==> src/pcs_lock_pkg.sv <==
// Constants, register map and state type for the coding-sublayer lock control
package pcs_lock_pkg;

    // Register indices; byte address is four times the index
    localparam logic [11:0] CTRL_ONE_IDX = 12'h485;
    localparam logic [11:0] CTRL_TWO_IDX = 12'h486;
    localparam logic [11:0] IRQ_STATUS_IDX = 12'h4f0;
    localparam logic [11:0] IRQ_MASK_IDX = 12'h4f1;
    localparam logic [11:0] LINK_STATUS_IDX = 12'h4f2;
    localparam int unsigned ADDR_W = 14;
    localparam int unsigned DATA_W = 32;
    localparam int unsigned REG_W = 16;

    // Control register one fields
    localparam int unsigned IPG_DIS_BIT = 13;
    localparam int unsigned LINK_CTRL_BIT = 12;
    localparam int unsigned IDLE_LSB = 0;
    localparam int unsigned IDLE_W = 9;

    // Control register two fields
    localparam int unsigned LOSS_LSB = 9;
    localparam int unsigned LOSS_W = 5;
    localparam int unsigned REM_LSB = 0;
    localparam int unsigned REM_W = 5;

    // Reset values
    localparam logic LINK_CTRL_RST = 1'b1;
    localparam logic IPG_DIS_RST = 1'b0;
    localparam logic [IDLE_W-1:0] IDLE_CFG_RST = 9'h078;
    localparam logic [LOSS_W-1:0] LOSS_CFG_RST = 5'h0a;
    localparam logic [REM_W-1:0] REM_CFG_RST = 5'h05;

    // Interrupt event bits, same layout in status and mask
    localparam int unsigned EV_LOCK = 0;
    localparam int unsigned EV_LOSS = 1;
    localparam int unsigned EV_REM_LOW = 2;
    localparam int unsigned EV_W = 3;

    // Link status register fields
    localparam int unsigned LS_LINK_UP = 0;
    localparam int unsigned LS_REM_OK = 1;
    localparam int unsigned LS_ACQUIRE = 2;
    localparam int unsigned LS_ERR_LSB = 8;

    typedef enum logic [1:0] {LK_OFF, LK_ACQUIRE, LK_LOCKED} lock_state_t;

endpackage : pcs_lock_pkg

==> src/irq_regs.sv <==
// Sticky interrupt status, mask and level interrupt output
`timescale 1ns/1ns
module irq_regs
    import pcs_lock_pkg::*;
#(
    parameter int unsigned WIDTH = 3
) (
    input wire logic clock,
    input wire logic nrst,
    input wire logic [WIDTH-1:0] events,
    input wire logic status_we,
    input wire logic mask_we,
    input wire logic [WIDTH-1:0] wdata,
    output logic [WIDTH-1:0] status_r,
    output logic [WIDTH-1:0] mask_r,
    output logic irq
);
    logic [WIDTH-1:0] status_nxt;
    logic [WIDTH-1:0] mask_nxt;

    // Write one clears; a new event in the same cycle keeps the bit set
    always_comb begin
        status_nxt = status_r;
        mask_nxt = mask_r;
        if (status_we) begin
            status_nxt = status_r & ~wdata;
        end
        status_nxt = status_nxt | events;
        if (mask_we) begin
            mask_nxt = wdata;
        end
    end

    // Status and mask registers, all masked off after reset
    always_ff @(posedge clock or negedge nrst) begin
        if (!nrst) begin
            status_r <= '0;
            mask_r <= '0;
        end else begin
            status_r <= status_nxt;
            mask_r <= mask_nxt;
        end
    end

    // Level output, high while any unmasked status bit is set
    assign irq = |(status_r & mask_r);
endmodule : irq_regs

==> src/pcs_lock_ctrl.sv <==
// Coding-sublayer descrambler lock control with Avalon-MM register slave
//
// Summary of operation
// Training and link-up may start only while link control is set; resets set.
// Lock-check disable bit set skips error checking during inter-packet gaps.
// Lock declared after the programmed number of idle symbols; default 120.
// Loss of lock once error symbol count reaches programmed value; default 10.
// Remote receiver status low once error count reaches its setting; default 5.
// After loss of lock, acquisition restarts with both counters cleared.
//
// Design decision made here: the Avalon-MM slave port.
`timescale 1ns/1ns
module pcs_lock_ctrl
    import pcs_lock_pkg::*;
(
    input wire logic clock,
    input wire logic nrst,
    input wire logic [ADDR_W-1:0] avs_address,
    input wire logic avs_read,
    input wire logic avs_write,
    input wire logic [DATA_W-1:0] avs_writedata,
    input wire logic [3:0] avs_byteenable,
    output logic [DATA_W-1:0] avs_readdata,
    output logic avs_waitrequest,
    input wire logic rx_sym_valid,
    input wire logic rx_sym_idle,
    input wire logic rx_sym_error,
    input wire logic rx_in_ipg,
    output logic training_enable,
    output logic link_up,
    output logic remote_rx_ok,
    output logic irq
);

    // Bus handshake state
    logic ack_r;
    logic ack_nxt;
    logic [DATA_W-1:0] readdata_r;
    logic [DATA_W-1:0] readdata_nxt;

    // Control fields
    logic link_ctrl_r;
    logic link_ctrl_nxt;
    logic ipg_dis_r;
    logic ipg_dis_nxt;
    logic [IDLE_W-1:0] idle_cfg_r;
    logic [IDLE_W-1:0] idle_cfg_nxt;
    logic [LOSS_W-1:0] loss_cfg_r;
    logic [LOSS_W-1:0] loss_cfg_nxt;
    logic [REM_W-1:0] rem_cfg_r;
    logic [REM_W-1:0] rem_cfg_nxt;

    // Lock tracking state
    lock_state_t state_r;
    lock_state_t state_nxt;
    logic link_up_r;
    logic link_up_nxt;
    logic rem_ok_r;
    logic rem_ok_nxt;

    // Decode and strobes
    logic [11:0] reg_idx;
    logic req;
    logic wr_fire;
    logic [REG_W-1:0] lane_mask;
    logic [REG_W-1:0] ctrl_one_img;
    logic [REG_W-1:0] ctrl_two_img;
    logic [REG_W-1:0] ctrl_one_new;
    logic [REG_W-1:0] ctrl_two_new;
    logic status_we;
    logic mask_we;

    // Counters and events
    logic [IDLE_W-1:0] idle_cnt;
    logic [LOSS_W-1:0] err_cnt;
    logic idle_inc;
    logic idle_clr;
    logic err_inc;
    logic err_clr;
    logic err_qual;
    logic idle_hit;
    logic loss_hit;
    logic rem_hit;
    logic [EV_W-1:0] events;
    logic [EV_W-1:0] irq_status;
    logic [EV_W-1:0] irq_mask;

    // Registers are word aligned, low two address bits ignored
    assign reg_idx = avs_address[ADDR_W-1:2];
    assign req = avs_read | avs_write;

    // One wait state on every access lets read data come from a flop
    assign avs_waitrequest = req & ~ack_r;
    assign wr_fire = avs_write & ack_r;
    assign avs_readdata = readdata_r;

    // Only lanes 0 and 1 carry register bits; upper lanes are ignored
    assign lane_mask = {{8{avs_byteenable[1]}}, {8{avs_byteenable[0]}}};

    // Current register images as software sees them
    always_comb begin
        ctrl_one_img = '0;
        ctrl_one_img[IPG_DIS_BIT] = ipg_dis_r;
        ctrl_one_img[LINK_CTRL_BIT] = link_ctrl_r;
        ctrl_one_img[IDLE_LSB +: IDLE_W] = idle_cfg_r;
        ctrl_two_img = '0;
        ctrl_two_img[LOSS_LSB +: LOSS_W] = loss_cfg_r;
        ctrl_two_img[REM_LSB +: REM_W] = rem_cfg_r;
    end

    // Byte-lane merge of write data into each image
    assign ctrl_one_new = (ctrl_one_img & ~lane_mask) | (avs_writedata[REG_W-1:0] & lane_mask);
    assign ctrl_two_new = (ctrl_two_img & ~lane_mask) | (avs_writedata[REG_W-1:0] & lane_mask);

    // Interrupt register strobes; only lane 0 holds their bits
    assign status_we = wr_fire & (reg_idx == IRQ_STATUS_IDX) & avs_byteenable[0];
    assign mask_we = wr_fire & (reg_idx == IRQ_MASK_IDX) & avs_byteenable[0];

    // Bus answer: ack one cycle after the request, read data loaded with it
    always_comb begin
        ack_nxt = req & ~ack_r;
        readdata_nxt = readdata_r;
        if (avs_read && !ack_r) begin
            readdata_nxt = '0;
            unique case (reg_idx)
                CTRL_ONE_IDX: readdata_nxt[REG_W-1:0] = ctrl_one_img;
                CTRL_TWO_IDX: readdata_nxt[REG_W-1:0] = ctrl_two_img;
                IRQ_STATUS_IDX: readdata_nxt[EV_W-1:0] = irq_status;
                IRQ_MASK_IDX: readdata_nxt[EV_W-1:0] = irq_mask;
                LINK_STATUS_IDX: begin
                    readdata_nxt[LS_LINK_UP] = link_up_r;
                    readdata_nxt[LS_REM_OK] = rem_ok_r;
                    readdata_nxt[LS_ACQUIRE] = (state_r == LK_ACQUIRE);
                    readdata_nxt[LS_ERR_LSB +: LOSS_W] = err_cnt;
                end
                default: readdata_nxt = '0;
            endcase
        end
    end

    // Bus handshake registers
    always_ff @(posedge clock or negedge nrst) begin
        if (!nrst) begin
            ack_r <= 1'b0;
            readdata_r <= '0;
        end else begin
            ack_r <= ack_nxt;
            readdata_r <= readdata_nxt;
        end
    end

    // Control field updates on the accepting edge of a write
    always_comb begin
        link_ctrl_nxt = link_ctrl_r;
        ipg_dis_nxt = ipg_dis_r;
        idle_cfg_nxt = idle_cfg_r;
        loss_cfg_nxt = loss_cfg_r;
        rem_cfg_nxt = rem_cfg_r;
        if (wr_fire && (reg_idx == CTRL_ONE_IDX)) begin
            link_ctrl_nxt = ctrl_one_new[LINK_CTRL_BIT];
            ipg_dis_nxt = ctrl_one_new[IPG_DIS_BIT];
            idle_cfg_nxt = ctrl_one_new[IDLE_LSB +: IDLE_W];
        end
        if (wr_fire && (reg_idx == CTRL_TWO_IDX)) begin
            loss_cfg_nxt = ctrl_two_new[LOSS_LSB +: LOSS_W];
            rem_cfg_nxt = ctrl_two_new[REM_LSB +: REM_W];
        end
    end

    // Control registers with their documented reset values
    always_ff @(posedge clock or negedge nrst) begin
        if (!nrst) begin
            link_ctrl_r <= LINK_CTRL_RST;
            ipg_dis_r <= IPG_DIS_RST;
            idle_cfg_r <= IDLE_CFG_RST;
            loss_cfg_r <= LOSS_CFG_RST;
            rem_cfg_r <= REM_CFG_RST;
        end else begin
            link_ctrl_r <= link_ctrl_nxt;
            ipg_dis_r <= ipg_dis_nxt;
            idle_cfg_r <= idle_cfg_nxt;
            loss_cfg_r <= loss_cfg_nxt;
            rem_cfg_r <= rem_cfg_nxt;
        end
    end

    // training gate
    assign training_enable = link_ctrl_r;

    // gap check skip
    assign err_qual = rx_sym_valid & rx_sym_error & ~(ipg_dis_r & rx_in_ipg);

    // idle run count; a non-idle symbol breaks the run and starts over
    assign idle_inc = (state_r == LK_ACQUIRE) & rx_sym_valid & rx_sym_idle;
    assign idle_clr = (state_r != LK_ACQUIRE) | (rx_sym_valid & ~rx_sym_idle);
    assign idle_hit = idle_inc & (({1'b0, idle_cnt} + 10'h001) >= {1'b0, idle_cfg_r});

    // error count toward loss of lock, held only while locked
    assign err_inc = (state_r == LK_LOCKED) & err_qual;
    assign loss_hit = err_inc & (({1'b0, err_cnt} + 6'h01) >= {1'b0, loss_cfg_r});

    // remote receiver threshold on the same error count
    assign rem_hit = err_inc & (({1'b0, err_cnt} + 6'h01) >= {1'b0, rem_cfg_r});

    // counter restart; leaving lock clears the error count for a fresh run
    assign err_clr = (state_r != LK_LOCKED);

    sym_count #(
        .WIDTH(IDLE_W)
    ) idle_counter (
        .clock(clock),
        .nrst(nrst),
        .clr(idle_clr),
        .inc(idle_inc),
        .count_r(idle_cnt)
    );

    sym_count #(
        .WIDTH(LOSS_W)
    ) err_counter (
        .clock(clock),
        .nrst(nrst),
        .clr(err_clr),
        .inc(err_inc),
        .count_r(err_cnt)
    );

    // Lock state machine; link control low forces it off from any state
    always_comb begin
        state_nxt = state_r;
        unique case (state_r)
            LK_OFF: begin
                // start only when enabled
                if (link_ctrl_r) begin
                    state_nxt = LK_ACQUIRE;
                end
            end
            LK_ACQUIRE: begin
                // lock on idle count
                if (idle_hit) begin
                    state_nxt = LK_LOCKED;
                end
            end
            LK_LOCKED: begin
                // relock after loss
                if (loss_hit) begin
                    state_nxt = LK_ACQUIRE;
                end
            end
        endcase
        // disable training
        if (!link_ctrl_r) begin
            state_nxt = LK_OFF;
        end
    end

    // Link and remote status follow the next state so they line up with it
    always_comb begin
        link_up_nxt = (state_nxt == LK_LOCKED);
        rem_ok_nxt = rem_ok_r;
        if (state_nxt != LK_LOCKED) begin
            rem_ok_nxt = 1'b0;
        end else if (state_r != LK_LOCKED) begin
            rem_ok_nxt = 1'b1;
        end else if (rem_hit) begin
            // remote status low
            rem_ok_nxt = 1'b0;
        end
    end

    // Lock state and status registers
    always_ff @(posedge clock or negedge nrst) begin
        if (!nrst) begin
            state_r <= LK_OFF;
            link_up_r <= 1'b0;
            rem_ok_r <= 1'b0;
        end else begin
            state_r <= state_nxt;
            link_up_r <= link_up_nxt;
            rem_ok_r <= rem_ok_nxt;
        end
    end

    assign link_up = link_up_r;
    assign remote_rx_ok = rem_ok_r;

    // Events: gained lock, lost lock by errors, remote status fell while locked
    always_comb begin
        events = '0;
        events[EV_LOCK] = link_up_nxt & ~link_up_r;
        events[EV_LOSS] = (state_r == LK_LOCKED) & loss_hit;
        events[EV_REM_LOW] = rem_ok_r & rem_hit;
    end

    irq_regs #(
        .WIDTH(EV_W)
    ) irq_block (
        .clock(clock),
        .nrst(nrst),
        .events(events),
        .status_we(status_we),
        .mask_we(mask_we),
        .wdata(avs_writedata[EV_W-1:0]),
        .status_r(irq_status),
        .mask_r(irq_mask),
        .irq(irq)
    );

endmodule : pcs_lock_ctrl

==> src/sym_count.sv <==
// Saturating symbol counter with synchronous clear
`timescale 1ns/1ns
module sym_count
    import pcs_lock_pkg::*;
#(
    parameter int unsigned WIDTH = 9
) (
    input wire logic clock,
    input wire logic nrst,
    input wire logic clr,
    input wire logic inc,
    output logic [WIDTH-1:0] count_r
);
    logic [WIDTH-1:0] count_nxt;

    // Clear wins over increment; saturate rather than wrap to zero
    always_comb begin
        count_nxt = count_r;
        if (clr) begin
            count_nxt = '0;
        end else if (inc && (count_r != {WIDTH{1'b1}})) begin
            count_nxt = count_r + 1'b1;
        end
    end

    // Count register
    always_ff @(posedge clock or negedge nrst) begin
        if (!nrst) begin
            count_r <= '0;
        end else begin
            count_r <= count_nxt;
        end
    end
endmodule : sym_count

==> config.mk <==
export PLATFORM = sky130hd
export DESIGN_NAME = pcs_lock_ctrl
export DESIGN_NICKNAME = d
export VERILOG_FILES = /design/src/pcs_lock_pkg.sv /design/src/irq_regs.sv /design/src/pcs_lock_ctrl.sv /design/src/sym_count.sv
export SDC_FILE = /design/constraint.sdc
export NUM_CORES = 1
export LEC_CHECK = 0
export BUFFER_PORTS_ARGS = -buffer_cell sky130_fd_sc_hd__buf_4
export CORE_ASPECT_RATIO = 1.2
export CORE_MARGIN = 5
export CORE_UTILIZATION = 40
export DETAILED_ROUTE_END_ITERATION = 10
export MAX_ROUTING_LAYER = met4
export PLACE_DENSITY = 0.75
export REMOVE_ABC_BUFFERS = 1
export SYNTH_ARGS = -nofsm -noshare
export SYNTH_HDL_FRONTEND = slang
export SYNTH_SLANG_ARGS = --single-unit
==> constraint.sdc <==
create_clock -name clock -period 2.6 [get_ports clock]
set_clock_uncertainty 0.05 [all_clocks]
set_input_delay 0 -clock clock [delete_from_list [all_inputs] [get_ports clock]]
set_output_delay 0 -clock clock [all_outputs]
set_load 0.005 [all_outputs]
==> flow_summary.toml <==
[worst_setup_path]
crit_type = "flip-flop to flip-flop"
critPathMaxFanout = 3
r2r_end = "state_r[0]"
setup.worst_path.end_class = "flip-flop"
critPathBufInv = 0
r2r_cells = 11
rrSetupSlack_ps = 130
max_stage_delay_ps = 380
path_cells = "nand3_1, nor3_4, nand2_2, xnor2_2, ha_1, nand4_1, nor2_1, a211oi_2, o22ai_2, o211ai_1, and2_1"
r2r_start = "idle_counter.count_r[3]"
cp.arrival_ps = 2710
path_delay_family = "simple AND/OR/NAND/NOR gates"
worstPathRequired_ps = 2830
crit_slowest_cell = "dfrtp_1"
critPathLaunchType = "flip-flop"

[finish]
layout-drive-gt1-share_pct = 29.1
post-route-util_pct = 53.0
nFillCells = 765
area_delta_synth_final_pct = 30.9
multiInputGateArea_um2 = 1830
ff_latch_area_um2 = 1520
fin_cells = 578
layout.nets = 539
final_area_um2 = 4520
n_antenna_cell = 0

[min_path]
hold_start = "avs_address[2]"
whs_path_depth = 5
hold_end = "avs_readdata[1]"
hold_class = "primary input to flip-flop"

[clocking]
path_clk_slew_ps = 70
cts_sinks = 60
tritoncts = "done"
cts_buffers = 9
cts_root_buf = "clkbuf_8"
cts-htree-levels = 3
clock_path_buffers = 2
clock_latency_ps = 350

[pwr]
power.density_nw_per_um2 = 470
ir_drop_mv = 0.273
p_leak_nw = 2.27

[drt]
via_per_inst = 5.26
wl_per_cell_um = 15.5
ant_nets = 0
wl_mm = 8.93
drtPass1Iterations = 5
num_vias = 3039
drt_first_iter_violations = 252
drcViolationCount = 0

[synthesis]
ys_seq_area_share_pct = 43.9
synthDistinctLibCells = 49
ys.flop_type = "dfrtp_1"
avgSynthCellArea_um2 = 9.43
ys_warn_count = 0
async_reset_ff_share_pct = 100
synth-edff-count = 0
ys_seq_elements = 60
synth_area_um2 = 3450
syn_inst = 366

[placement]
place_area_um2 = 3980
numPortBuffers = 54
dp_hpwl_mm = 6.43
dp_slack_ps = -36.2
gp_congestion = 0.904
placed_cells = 540

[global_routing]
grt_max_degree = 61
gr-usage-all-layers_pct = 17.7
antenna_found_initial = 0
grt_pass1_wl_mm = 14.2
grt_pass1_vias = 2945
grt_overflow_total = 0

[floorplanning]
core_area_um2 = 8520
die_area_um2 = 10600
fp.dieW_um = 94.8
pin_count = 95
row_count = 37
start_util_pct = 40.5
die_h_um = 112

[timing]
finalCritPeriodShare_pct = 95.2
max_clock_freq_mhz = 404
finalWorstSetupSlack_ps = 125
hold_viol_final = 0
tightest_slew_ps = 768
max_slew_margin_pct = 48.8
finalMaxSlewViolations = 0
setup_viol = 0
post-route-min-period_ps = 2470

[run]
maxCapViolations = 0

[status]
status = "finished clean"
==> cell type report <==
type	instances	share of cell area (%)
Timing Repair Buffer	90	16.0
Clock inverter	5	1.66
Tap cell	117	3.24
Multi-Input combinational cell	273	40.6
Sequential cell	60	33.6
Clock buffer	11	3.13
Inverter	22	1.83
==> per-layer routing <==
layer,track usage (%),share of wire (%),routed length [µm]
met1,21.7,43,3810
met2,27.4,48,4280
met3,4.39,6.7,595
met4,7.80,2.8,246
met5,-,0,0
==> layout by cell type, fill, tap and decap left out, drive strengths merged, types with 3 or more instances in the layout <==
master       count
buf             73
nand2           51
dfrtp           51
nor2            37
o21ai           35
ha              25
inv             22
conb            18
dlygate4sd3     17
nand3           14
a221oi          11
clkbuf          11
dfstp            9
a22o             8
mux2             8
nor2b            6
xnor2            6
a21oi            5
nor3             5
and3             4
a31oi            4
nand2b           3
and2             3
nand4            3
a211oi           3
clkinv           3
xor2             3
==> where the power goes <==
part	leakage (nW)	internal [mW]	switching (mW)	total (mW)
logic	1.42	0.111	0.0962	0.207
clock network	0.113	0.561	0.372	0.933
registers	0.736	0.964	0.0185	0.983
==> worst max-delay path by stage <==
stage	depth (start not counted)	to	from	slack (ps)
after global placement	12	remote_rx_ok	idle_counter.count_r[0]	-20
after global routing	11	state_r[0]	idle_counter.count_r[3]	-40
after CTS	11	remote_rx_ok	idle_counter.count_r[1]	7
after detailed placement	10	remote_rx_ok	idle_counter.count_r[0]	-40
after floorplan	11	remote_rx_ok	idle_counter.count_r[0]	230
final	11	state_r[0]	idle_counter.count_r[3]	130
==> kinds of logic (layout without fill, tap and decap cells) <==
kind of cell,count (synthesis),in the layout,synth area share (%)
other cells,1,18,0.109
buf+inv,50,128,7.80
fa+ha+maj,25,25,9.07
simple gates,136,136,19.6
compound gates,77,77,14.6
flops,60,60,43.9
mux,8,8,2.72
xor+xnor,9,9,2.29
==> synth_stat cells, drive strengths merged (2+ instances only) <==
master   number  area (µm²)
dfrtp        51        1280
nand2        51         191
nor2         37         154
o21ai        35         175
ha           25         313
buf          22         164
inv          22        82.6
nand3        14        70.1
a221oi       11        96.3
dfstp         9         236
a22o          8        70.1
mux2          8        93.8
clkbuf        6        22.5
nor2b         6        37.5
xnor2         6        52.6
a21oi         5        25.0
nor3          5        47.5
a31oi         4        25.0
and3          4        25.0
a211oi        3        22.5
and2          3        18.8
nand2b        3        18.8
nand4         3        18.8
xor2          3        26.3
a2111oi       2        17.5
a222oi        2        20.0
and4          2        20.0
nor4          2        12.5
o31ai         2        15.0
or3b          2        22.5
==> worst min-delay path, cell delays in order <==
cell	delay, ps
buf_4	90
nor4_1	40
buf_4	150
nand2_1	70
a31oi_1	70
==> timing repair <==
item                                   in CTS  in global routing
pin swaps                                   3                 12
setup endpoints to repair                   4                  4
hold buffers                               17                  0
buffers inserted                            0                  6
endpoints found under the hold margin      79                  0
resized for setup                           4                 25
==> metrics by stage <==
| step | TNS, ps | hold WS, ps | total power [mW] |
|---|---|---|---|
| global placement | -17.8 | 69.4 | 1.18 |
| detailed placement | -56.5 | 75.0 | 1.19 |
| floorplan | 0 | -346 | 1.06 |
| global route | -113 | 81.0 | 2.21 |
| finish | 0 | 62.3 | 2.12 |
| CTS | 0 | 45.3 | 2.14 |
No activity file was read; power rests on OpenSTA's default activity.
